===== src/rx_config_pkg.sv =====
// package of offsets, field positions, reset values and timing for the receiver config registers
`default_nettype none
package rx_config_pkg;
  // register offsets on the register port
  localparam logic [7:0] OFS_PCLK_SRC = 8'h2e;
  localparam logic [7:0] OFS_DUAL_RX = 8'h34;
  localparam logic [7:0] OFS_AEQ_CTL = 8'h35;
  localparam logic [7:0] OFS_STRAP = 8'h37;
  localparam logic [7:0] OFS_DIVSEL = 8'h3a;
  localparam logic [7:0] OFS_FLOOR = 8'h45;
  // reset values
  localparam logic [7:0] RST_PCLK_SRC = 8'h00;
  localparam logic [7:0] RST_DUAL_RX = 8'h01;
  localparam logic [7:0] RST_AEQ_CTL = 8'h00;
  localparam logic [7:0] RST_DIVSEL = 8'h00;
  localparam logic [7:0] RST_FLOOR = 8'h88;
  // writable bit masks; bits outside read back fixed
  localparam logic [7:0] WMASK_DUAL_RX = 8'h7f;
  localparam logic [7:0] WMASK_DIVSEL = 8'hf7;
  // field positions
  localparam int EXT_PCLK_BIT = 7;
  localparam int LOCK_MODE_BIT = 6;
  localparam int RAW_BC_BIT = 5;
  localparam int INPUT_MODE_LSB = 3;
  localparam int PORT_ONE_SEL_BIT = 1;
  localparam int PORT_ZERO_SEL_BIT = 0;
  localparam int EQ_RESTART_BIT = 6;
  localparam int FLOOR_OVR_BIT = 5;
  localparam int FLOOR_APPLY_BIT = 4;
  localparam int FLOOR_VAL_LSB = 0;
  localparam int MDIV_OVR_BIT = 7;
  localparam int MDIV_LSB = 4;
  localparam int MSEL_OVR_BIT = 2;
  localparam int MSEL_LSB = 0;
  // link input modes
  localparam logic [1:0] MODE_AUTO = 2'h0;
  localparam logic [1:0] MODE_DUAL = 2'h1;
  localparam logic [1:0] MODE_PRIMARY = 2'h2;
  localparam logic [1:0] MODE_SECONDARY = 2'h3;
  // strap settling time
  localparam int CLK_PERIOD_NS = 4;
  localparam int STRAP_SETTLE_NS = 1000;
  localparam int STRAP_SETTLE_CYC = (STRAP_SETTLE_NS + CLK_PERIOD_NS - 1) / CLK_PERIOD_NS;
  // strap decoder states
  typedef enum logic [0:0] {ST_SETTLE = 1'b0, ST_LATCHED = 1'b1} strap_state_type;
endpackage
`default_nettype wire


===== src/strap_decoder.sv =====
// latches one mode-strap pin decode after a settling delay and flags completion
`default_nettype none
module strap_decoder
  import rx_config_pkg::*;
#(
  parameter int SETTLE_CYCLES = rx_config_pkg::STRAP_SETTLE_CYC
)
(
  input wire logic clk_sys,
  input wire logic rst,
  input wire logic [2:0] strap_level,
  output logic [2:0] decode_r,
  output logic done_r
);
  // elaboration check: the settle count must lie in 1 to 4096 cycles; the 13-bit counter could reach 8191
  if (SETTLE_CYCLES < 1 || SETTLE_CYCLES > 4096)
  begin
    $error("strap_decoder: SETTLE_CYCLES out of range");
  end

  strap_state_type state_r;
  logic [12:0] cnt_r;
  wire settle_end = (cnt_r == 13'(SETTLE_CYCLES - 1));

  // wait for the strap voltage to settle, then capture it once until the next reset
  always_ff @(posedge clk_sys)
  begin
    if (rst)
    begin
      state_r <= ST_SETTLE;
      cnt_r <= 13'h0000;
      decode_r <= 3'h0;
      done_r <= 1'b0;
    end
    else
    begin
      case (state_r)
        ST_SETTLE:
        begin
          cnt_r <= cnt_r + 13'h0001;
          if (settle_end)
          begin
            state_r <= ST_LATCHED;
            decode_r <= strap_level;
            done_r <= 1'b1;
          end
        end
        default:
        begin
          state_r <= ST_LATCHED;
        end
      endcase
    end
  end

  // the done flag comes with the freshly captured value
  a_strap_capture: assert property (@(posedge clk_sys) disable iff (rst)
    $rose(done_r) |-> decode_r == $past(strap_level))
    else $error("strap decode not latched with done");
  // once latched the decode never changes
  a_strap_stable: assert property (@(posedge clk_sys) disable iff (rst)
    done_r && $past(done_r) |-> $stable(decode_r))
    else $error("strap decode changed after latch");
endmodule
`default_nettype wire


===== src/rx_config_regs.sv =====
// control and status register group of the serial-link deserializer receiver
//
// Contract
// - bit 7 at 2Eh selects test clock pixel clock
// - lock mode 0: lock only with active video
// - lock mode 1: lock whenever linked to serializer
// - raw back-channel passes gpio zero unfiltered
// - input mode field selects receive link configuration
// - port one select: writes port one, reads port one
// - port zero select writes port zero copy
// - both selects set: reads return port one
// - restart written high then low restarts both
// - floor override enable gates floor apply
// - floor apply uses floor value at 45h
// - strap one decode bits 6-4, done bit 7
// - strap zero decode bits 2-0, done bit 3
// - master clock override selects programmed output divide
// - output divide field maps to 32 down to 1
// - input divide override selects programmed input divide
// - input divide field maps to 1,2,4,8
// - video-off flag loaded from serializer
// - floor value 4 bits, reset 8h, start point
`default_nettype none
module rx_config_regs
  import rx_config_pkg::*;
#(
  parameter int STRAP_SETTLE = rx_config_pkg::STRAP_SETTLE_CYC
)
(
  input wire logic clk_sys,
  input wire logic rst,
  input wire logic reg_wr,
  input wire logic reg_rd,
  input wire logic [7:0] reg_addr,
  input wire logic [7:0] reg_wdata,
  output logic [7:0] reg_rdata_r,
  output logic reg_rvalid_r,
  input wire logic serializer_linked,
  input wire logic fc_load,
  input wire logic fc_video_off,
  input wire logic fc_dual_link,
  input wire logic gpio_zero_pin,
  input wire logic [2:0] strap_zero_level,
  input wire logic [2:0] strap_one_level,
  input wire logic [5:0] auto_mclk_div_ratio,
  input wire logic [3:0] pll_state_machine_vco_in_ratio,
  output logic pclk_from_test_clock_r,
  output logic rx_lock_r,
  output logic video_disabled_r,
  output logic backchannel_gpio_r,
  output logic dual_link_rx_r,
  output logic secondary_input_r,
  output logic [1:0] equalizer_restart_r,
  output logic [3:0] aeq_start_p0_r,
  output logic [3:0] aeq_start_p1_r,
  output logic [5:0] mclk_div_ratio_r,
  output logic [3:0] vco_in_div_ratio_r
);
  // elaboration check: the strap settle count must lie in 1 to 4096 cycles
  if (STRAP_SETTLE < 1 || STRAP_SETTLE > 4096)
  begin
    $error("rx_config_regs: STRAP_SETTLE out of range");
  end

  // output divide code to ratio
  function automatic logic [5:0] mdiv_ratio(input logic [2:0] code);
    logic [5:0] r;
    r = 6'h01;
    case (code)
      3'h0: r = 6'h20;
      3'h1: r = 6'h10;
      3'h2: r = 6'h08;
      3'h3: r = 6'h04;
      3'h4, 3'h5: r = 6'h02;
      default: r = 6'h01;
    endcase
    return r;
  endfunction

  // input divide code to ratio
  function automatic logic [3:0] msel_ratio(input logic [1:0] code);
    logic [3:0] r;
    r = 4'h1;
    case (code)
      2'h0: r = 4'h1;
      2'h1: r = 4'h2;
      2'h2: r = 4'h4;
      default: r = 4'h8;
    endcase
    return r;
  endfunction

  logic [7:0] pclk_src_r;
  logic [7:0] dual_rx_r;
  logic [7:0] aeq_ctl_r;
  logic [7:0] divsel_r;
  logic [7:0] floor_p0_r;
  logic [7:0] floor_p1_r;
  logic restart_prev_r;
  logic [2:0] bc_hist_r;
  logic [2:0] strap0_dec;
  logic [2:0] strap1_dec;
  logic strap0_done;
  logic strap1_done;

  // address decode
  wire hit_pclk = (reg_addr == OFS_PCLK_SRC);
  wire hit_dual = (reg_addr == OFS_DUAL_RX);
  wire hit_aeq = (reg_addr == OFS_AEQ_CTL);
  wire hit_strap = (reg_addr == OFS_STRAP);
  wire hit_div = (reg_addr == OFS_DIVSEL);
  wire hit_floor = (reg_addr == OFS_FLOOR);

  // control fields
  wire lock_mode = dual_rx_r[LOCK_MODE_BIT];
  wire raw_bc = dual_rx_r[RAW_BC_BIT];
  wire [1:0] input_mode = dual_rx_r[INPUT_MODE_LSB +: 2];
  wire port_one_select = dual_rx_r[PORT_ONE_SEL_BIT];
  wire port_zero_select = dual_rx_r[PORT_ZERO_SEL_BIT];
  wire restart_bit = aeq_ctl_r[EQ_RESTART_BIT];
  wire floor_ovr = aeq_ctl_r[FLOOR_OVR_BIT];
  wire floor_apply = aeq_ctl_r[FLOOR_APPLY_BIT];

  // per-port floor register: selected copies take the write, a read follows port one first
  // port zero copy
  wire wr_floor_p0 = reg_wr && hit_floor && port_zero_select;
  wire wr_floor_p1 = reg_wr && hit_floor && port_one_select;
  wire [7:0] floor_view = port_one_select ? floor_p1_r : floor_p0_r;

  wire [7:0] strap_view = {strap1_done, strap1_dec, strap0_done, strap0_dec};

  // read mux; unmapped offsets return zero
  wire [7:0] rdata_nxt =
    hit_pclk ? pclk_src_r :
    hit_dual ? dual_rx_r :
    hit_aeq ? aeq_ctl_r :
    hit_strap ? strap_view :
    hit_div ? divsel_r :
    hit_floor ? floor_view : 8'h00;

  wire [7:0] dual_rx_nxt = reg_wdata & WMASK_DUAL_RX;
  wire [7:0] divsel_nxt = reg_wdata & WMASK_DIVSEL;

  // register writes; the strap register has no write path at all
  always_ff @(posedge clk_sys)
  begin
    if (rst)
    begin
      pclk_src_r <= RST_PCLK_SRC;
      dual_rx_r <= RST_DUAL_RX;
      aeq_ctl_r <= RST_AEQ_CTL;
      divsel_r <= RST_DIVSEL;
    end
    else if (reg_wr)
    begin
      if (hit_pclk)
        pclk_src_r <= reg_wdata;
      else if (hit_dual)
        dual_rx_r <= dual_rx_nxt;
      else if (hit_aeq)
        aeq_ctl_r <= reg_wdata;
      else if (hit_div)
        divsel_r <= divsel_nxt;
    end
  end

  always_ff @(posedge clk_sys)
  begin
    if (rst)
    begin
      floor_p0_r <= RST_FLOOR;
      floor_p1_r <= RST_FLOOR;
    end
    else
    begin
      if (wr_floor_p0)
        floor_p0_r <= reg_wdata;
      if (wr_floor_p1)
        floor_p1_r <= reg_wdata;
    end
  end

  // read data lands one cycle after the read strobe
  always_ff @(posedge clk_sys)
  begin
    if (rst)
    begin
      reg_rdata_r <= 8'h00;
      reg_rvalid_r <= 1'b0;
    end
    else
    begin
      reg_rvalid_r <= reg_rd;
      if (reg_rd)
        reg_rdata_r <= rdata_nxt;
    end
  end

  // strap decoders, one per mode pin
  strap_decoder #(
    .SETTLE_CYCLES(STRAP_SETTLE)
  ) u_strap_zero (
    .clk_sys(clk_sys),
    .rst(rst),
    .strap_level(strap_zero_level),
    .decode_r(strap0_dec),
    .done_r(strap0_done)
  );

  strap_decoder #(
    .SETTLE_CYCLES(STRAP_SETTLE)
  ) u_strap_one (
    .clk_sys(clk_sys),
    .rst(rst),
    .strap_level(strap_one_level),
    .decode_r(strap1_dec),
    .done_r(strap1_done)
  );

  wire video_off_nxt = fc_load ? fc_video_off : video_disabled_r;
  wire lock_nxt = serializer_linked && (lock_mode || !video_off_nxt);

  // filtered back-channel is a 3-sample majority; raw mode skips it entirely
  wire bc_major = (bc_hist_r[0] & bc_hist_r[1]) | (bc_hist_r[1] & bc_hist_r[2])
                | (bc_hist_r[0] & bc_hist_r[2]);
  wire bc_nxt = raw_bc ? gpio_zero_pin : bc_major;

  wire dual_nxt = (input_mode == MODE_DUAL) || ((input_mode == MODE_AUTO) && fc_dual_link);
  wire sec_nxt = (input_mode == MODE_SECONDARY);

  wire restart_pulse = restart_bit && !restart_prev_r;

  wire floor_en = floor_ovr && floor_apply;
  wire [3:0] start_p0_nxt = floor_en ? floor_p0_r[FLOOR_VAL_LSB +: 4] : 4'h0;
  wire [3:0] start_p1_nxt = floor_en ? floor_p1_r[FLOOR_VAL_LSB +: 4] : 4'h0;

  wire [5:0] mdiv_nxt = divsel_r[MDIV_OVR_BIT] ? mdiv_ratio(divsel_r[MDIV_LSB +: 3])
                                                : auto_mclk_div_ratio;
  wire [3:0] msel_nxt = divsel_r[MSEL_OVR_BIT] ? msel_ratio(divsel_r[MSEL_LSB +: 2])
                                                : pll_state_machine_vco_in_ratio;

  // link-facing outputs, all registered
  always_ff @(posedge clk_sys)
  begin
    if (rst)
    begin
      pclk_from_test_clock_r <= 1'b0;
      video_disabled_r <= 1'b0;
      rx_lock_r <= 1'b0;
      bc_hist_r <= 3'h0;
      backchannel_gpio_r <= 1'b0;
      dual_link_rx_r <= 1'b0;
      secondary_input_r <= 1'b0;
    end
    else
    begin
      pclk_from_test_clock_r <= pclk_src_r[EXT_PCLK_BIT];
      video_disabled_r <= video_off_nxt;
      rx_lock_r <= lock_nxt;
      bc_hist_r <= {bc_hist_r[1:0], gpio_zero_pin};
      backchannel_gpio_r <= bc_nxt;
      dual_link_rx_r <= dual_nxt;
      secondary_input_r <= sec_nxt;
    end
  end

  // equalizer and clock divider outputs
  always_ff @(posedge clk_sys)
  begin
    if (rst)
    begin
      restart_prev_r <= 1'b0;
      equalizer_restart_r <= 2'h0;
      aeq_start_p0_r <= 4'h0;
      aeq_start_p1_r <= 4'h0;
      mclk_div_ratio_r <= 6'h20;
      vco_in_div_ratio_r <= 4'h1;
    end
    else
    begin
      restart_prev_r <= restart_bit;
      equalizer_restart_r <= {restart_pulse, restart_pulse};
      aeq_start_p0_r <= start_p0_nxt;
      aeq_start_p1_r <= start_p1_nxt;
      mclk_div_ratio_r <= mdiv_nxt;
      vco_in_div_ratio_r <= msel_nxt;
    end
  end

  // lock drops one cycle after video goes off in mode 0
  a_lock_video_off: assert property (@(posedge clk_sys) disable iff (rst)
    !lock_mode && fc_load && fc_video_off |=> !rx_lock_r)
    else $error("lock held with video off in mode 0");
  // mode 1 locks on link alone
  a_lock_link_only: assert property (@(posedge clk_sys) disable iff (rst)
    lock_mode && serializer_linked |=> rx_lock_r)
    else $error("no lock while linked in mode 1");
  // raw mode mirrors the pin one cycle later
  a_raw_backchannel: assert property (@(posedge clk_sys) disable iff (rst)
    raw_bc |=> backchannel_gpio_r == $past(gpio_zero_pin))
    else $error("raw back-channel not passed through");
  // write to pixel clock select shows two cycles later
  a_pclk_select: assert property (@(posedge clk_sys) disable iff (rst)
    reg_wr && hit_pclk |=> ##1 pclk_from_test_clock_r == $past(reg_wdata[EXT_PCLK_BIT], 2))
    else $error("pixel clock select not applied");
  // forced secondary input never runs dual
  a_input_secondary: assert property (@(posedge clk_sys) disable iff (rst)
    input_mode == MODE_SECONDARY |=> secondary_input_r && !dual_link_rx_r)
    else $error("secondary input mode not applied");
  // restart pulses both ports exactly once per rising edge
  a_restart_once: assert property (@(posedge clk_sys) disable iff (rst)
    $rose(restart_bit) |=> equalizer_restart_r == 2'h3 ##1 equalizer_restart_r == 2'h0)
    else $error("restart pulse wrong");
  // without override the start point stays zero
  a_floor_gate: assert property (@(posedge clk_sys) disable iff (rst)
    !floor_ovr && !$past(floor_ovr) |-> aeq_start_p0_r == 4'h0 && aeq_start_p1_r == 4'h0)
    else $error("floor applied without override");
  // read with both selects returns port one copy
  a_port_one_read: assert property (@(posedge clk_sys) disable iff (rst)
    reg_rd && hit_floor && port_one_select |=> reg_rdata_r == $past(floor_p1_r))
    else $error("port one read mismatch");
  // port zero copy untouched by writes with port zero deselected
  a_port_zero_hold: assert property (@(posedge clk_sys) disable iff (rst)
    reg_wr && hit_floor && !port_zero_select |=> $stable(floor_p0_r))
    else $error("port zero copy written while deselected");
  // override programs output divide code 000 to 32
  a_mdiv_override: assert property (@(posedge clk_sys) disable iff (rst)
    divsel_r[MDIV_OVR_BIT] && divsel_r[MDIV_LSB +: 3] == 3'h0 |=> mclk_div_ratio_r == 6'h20)
    else $error("output divide override wrong");
  // without input override the state machine ratio passes
  a_msel_auto: assert property (@(posedge clk_sys) disable iff (rst)
    !divsel_r[MSEL_OVR_BIT] |=> vco_in_div_ratio_r == $past(pll_state_machine_vco_in_ratio))
    else $error("input divide source wrong");
  // read-only bits stay zero after any write
  a_ro_bits: assert property (@(posedge clk_sys) disable iff (rst)
    reg_wr |=> dual_rx_r[7] == 1'b0 && divsel_r[3] == 1'b0)
    else $error("read-only bit written");
endmodule
`default_nettype wire


===== config.mk =====
export PLATFORM = sky130hd
export DESIGN_NAME = rx_config_regs
export DESIGN_NICKNAME = d
export VERILOG_FILES = /design/src/rx_config_pkg.sv /design/src/strap_decoder.sv /design/src/rx_config_regs.sv
export SDC_FILE = /design/constraint.sdc
export NUM_CORES = 1
export LEC_CHECK = 0
export BUFFER_PORTS_ARGS = -buffer_cell sky130_fd_sc_hd__buf_4
export CAP_MARGIN = 25
export CELL_PAD_IN_SITES_DETAIL_PLACEMENT = 0
export CELL_PAD_IN_SITES_GLOBAL_PLACEMENT = 1
export CORE_MARGIN = 1.5
export CORE_UTILIZATION = 43
export DETAILED_ROUTE_END_ITERATION = 8
export PLACE_DENSITY = 0.88
export SETUP_SLACK_MARGIN = 0.05
export SLEW_MARGIN = 20
export SYNTH_ARGS = -nofsm -noshare
export SYNTH_HDL_FRONTEND = slang
export SYNTH_SLANG_ARGS = --single-unit

===== constraint.sdc =====
create_clock -name clk_sys -period 2.3 [get_ports clk_sys]
set_clock_uncertainty 0.15 [all_clocks]
set_input_delay 0.115 -clock clk_sys [delete_from_list [all_inputs] [get_ports clk_sys]]
set_output_delay 0.115 -clock clk_sys [all_outputs]
set_load 0.01 [all_outputs]

==> summary.md <==
| Metric | Value |
|---|---|
| Status | complete, no violations |
| Worst-Skew Late Latency | 0.41 ns |
| Most frequent cell after synthesis | dfxtp_1 |
| Nets | 698 |
| GRT overflow | 0 |
| Slew Limit Headroom | 0.556 |
| CTS Sinks | 120 |
| Ant diodes | 0 |
| Period utilization | 0.804 |
| Final wirelength | 13.0 mm |
| CP Max Fanout | 11 |
| Count of buffers from port buffering | 75 |
| Fin. max-slew vios | 0 |
| Fin Hold WS | 0.100 ns |
| Leak Pwr | 2.88 nW |
| CTS tree | yes |
| Min-delay worst type | in2reg |
| Antenna Nets Post-Route | 0 |
| Commonest cells post-synth | 120 x dfxtp_1, 92 x nor2_1, 52 x mux2i_1 |
| FFs w/ async S/R, synth | 0 |
| Synth top area share | 0.468 |
| Layout cell share with drive strength beyond 1 | 0.194 |
| Sequential area share after synthesis | 0.468 |
| Crit path DAT | 2.00 ns |
| DIE AREA | 12600 sq um |
| Fin Setup TNS | 0 ns |
| Synth area leaders | dfxtp_1 47%, mux2i_1 10%, nor2_1 6.7% |
| Internal power | 3.98 mW |
| Die Height | 112 um |
| Global-route wire length before repair | 20.9 mm |
| Total GRT Usage | 0.213 |
| Worst EP required | 2.45 ns |
| DR vias/cell | 5.45 |
| Post-synth EDFFs | 0 |
| Mapped Cells | 554 |
| DIE WIDTH | 112 um |
| Via count | 4413 |
| Final worst-path setup slack | 0.450 ns |
| CTS root buffer | clkbuf_16 |
| Synth warnings | 0 |
| Initial Utilization | 0.445 |
| DRC | 0 |
| Comb power frac | 0.058 |
| Clk pwr share | 0.521 |
| Gpl congestion | 0.916 |
| Worst slack at placement | 0.445 ns |
| Power Dens Cells | 755 nW/um^2 |
| Unrepaired setup endpoints after global routing | no |
| Layout area overhead | 30.2% |
| Critical path type | reg2reg |
| Number of global-route vias before repair | 4146 |
| Final Hold Viols | 0 |
| Switching power | 1.07 mW |
| CTS Buf Count | 17 |
| Syn nets | 599 |
| F_max | 540 MHz |
| Share of power burned in registers | 0.421 |
| Max Buffers Root-to-Sink | 2 |
| Routed WL per cell | 16.1 um |
| Core region area | 11500 sq um |
| Worst-Margin Slew | 0.658 ns |
| Largest net degree at the start of global routing | 31 |
| Min cycle time layout | 1.85 ns |
| Max_cap viols | 0 |
| Seq cells post-synth | 120 |
| Initial antenna violation count | 0 |
| CP Capture Type | register |
| Sw Ratio | 0.212 |
| Standard-cell rows | 39 |
| I/O pin count | 76 |
| DRC violation total after the first TritonRoute iteration | 241 |
| # H-tree levels | 4 |
| Post-synthesis cell area | 5130 sq um |
| Synth Area per Inst | 9.26 sq um |
| 1st-pass router iterations | 7 |
| Startpoint types | register |
| Post-DP HPWL | 9.13 mm |
| Clock transition at the registers of the reported paths | 0.05 ns |
| Yosys cell types | 55 |
| Setup violators final | 0 |
| PostCTS Resize Cnt | 0 |
| Main synth FF type | dfxtp_1 |
| Peak supply drop | 0.361 mV |
| Yosys top cell by area | dfxtp_1 |
## worst max-delay path: stages, from the launching register on
cell and delay [ns]:
dfxtp_1 0.70, mux2i_1 0.26, nor2_1 0.05, a221o_1 0.36
a41o_1 0.22
## area by class of cell
class / instances / area [sq um]
fill: 1004 / 4830
multi-input combinational: 391 / 2550
sequential: 120 / 2400
timing repair buffer: 111 / 911
clock buffer: 24 / 502
tap: 143 / 179
clock inverter: 8 / 92.6
inverter: 12 / 45.0
## registers in the layout, indices dropped and copies added (netlist names), 8 cells and up
name,flops
reg_rdata_r,8
floor_p1_r,8
pclk_src_r,8
u_strap_one.cnt_r,13
aeq_ctl_r,8
u_strap_zero.cnt_r,13
floor_p0_r,8
## power by group through the flow
stage / sequential (mW) / clock (mW) / combinational [mW]
2_1_floorplan: 2.17 / 0 / 0.118
3_3_place_gp: 2.17 / 0 / 0.241
3_5_place_dp: 2.17 / 0 / 0.245
4_1_cts: 2.12 / 2.67 / 0.289
5_1_grt: 2.13 / 2.76 / 0.316
6_report: 2.13 / 2.63 / 0.293
## through the flow
stage | std cells | util | area (sq um) | power, mW
final | 809 | 0.580 | 6680 | 5.05
after global placement | 746 | 0.502 | 5780 | 2.41
after detailed placement | 746 | 0.502 | 5780 | 2.41
after CTS | 809 | 0.580 | 6680 | 5.08
after floorplan | 554 | - | 5130 | 2.29
after global routing | 809 | 0.580 | 6680 | 5.20
## metal layers
| layer | global-route usage | vias up | part of all wire |
|---|---|---|---|
| met5 | 0 | - | 0 |
| li1 | - | 2155 | - |
| met1 | 0.279 | 2098 | 0.46 |
| met3 | 0.0626 | 31 | 0.057 |
| met2 | 0.321 | 129 | 0.45 |
| met4 | 0.104 | 0 | 0.029 |
## final timing paths
path | from | slack (ns) | cells past startpoint | endpoint
min reg2reg | restart_prev_r | 0.23 | 1 | equalizer_restart_r[0]
min | reg_addr[1] | 0.10 | 4 | reg_rdata_r[3]
max reg2reg | dual_rx_r[1] | 0.45 | 4 | reg_rdata_r[7]
max | dual_rx_r[1] | 0.45 | 4 | reg_rdata_r[7]
## kinds of logic (layout without fill, tap and decap cells)
kind of cell	Yosys count	in the layout	share of synthesized area
xor gates and xnor gates	20	20	0.0341
DFF	120	120	0.468
and+or+nand+nor	229	229	0.240
AOI/OAI and AO/OA	82	82	0.103
muxes	56	56	0.110
buffers and inverters	43	155	0.0346
adders and majority gates	4	4	0.00976
## cells in the final DEF (no fill, tap or decap), types with 3 or more instances in the layout
cell type / instances
nand3b_1: 7
dlygate4sd3_1: 31
nand4_1: 13
clkbuf_8: 5
mux2_2: 4
nor2b_1: 10
dfxtp_1: 120
a31o_2: 4
xnor2_1: 6
ha_1: 4
nor3_1: 8
and2_1: 10
clkbuf_16: 17
or3_1: 5
a221o_1: 6
nand2b_1: 6
xor2_1: 14
inv_1: 12
nor2_1: 92
a2bb2oi_1: 5
nand2_1: 20
mux2i_1: 52
nand4_2: 3
nor4bb_1: 4
clkinv_2: 5
o21ai_0: 23
a211o_1: 5
a21oi_1: 26
a31oi_1: 4
and2_0: 3
buf_4: 80
nand3_1: 23
nor4_1: 3
## repair_timing
item,in CTS,in global routing
hold endpoints to repair,86,0
setup buffers,0,0
hold buffers,31,0
No activity file was read; power rests on OpenSTA's default activity.
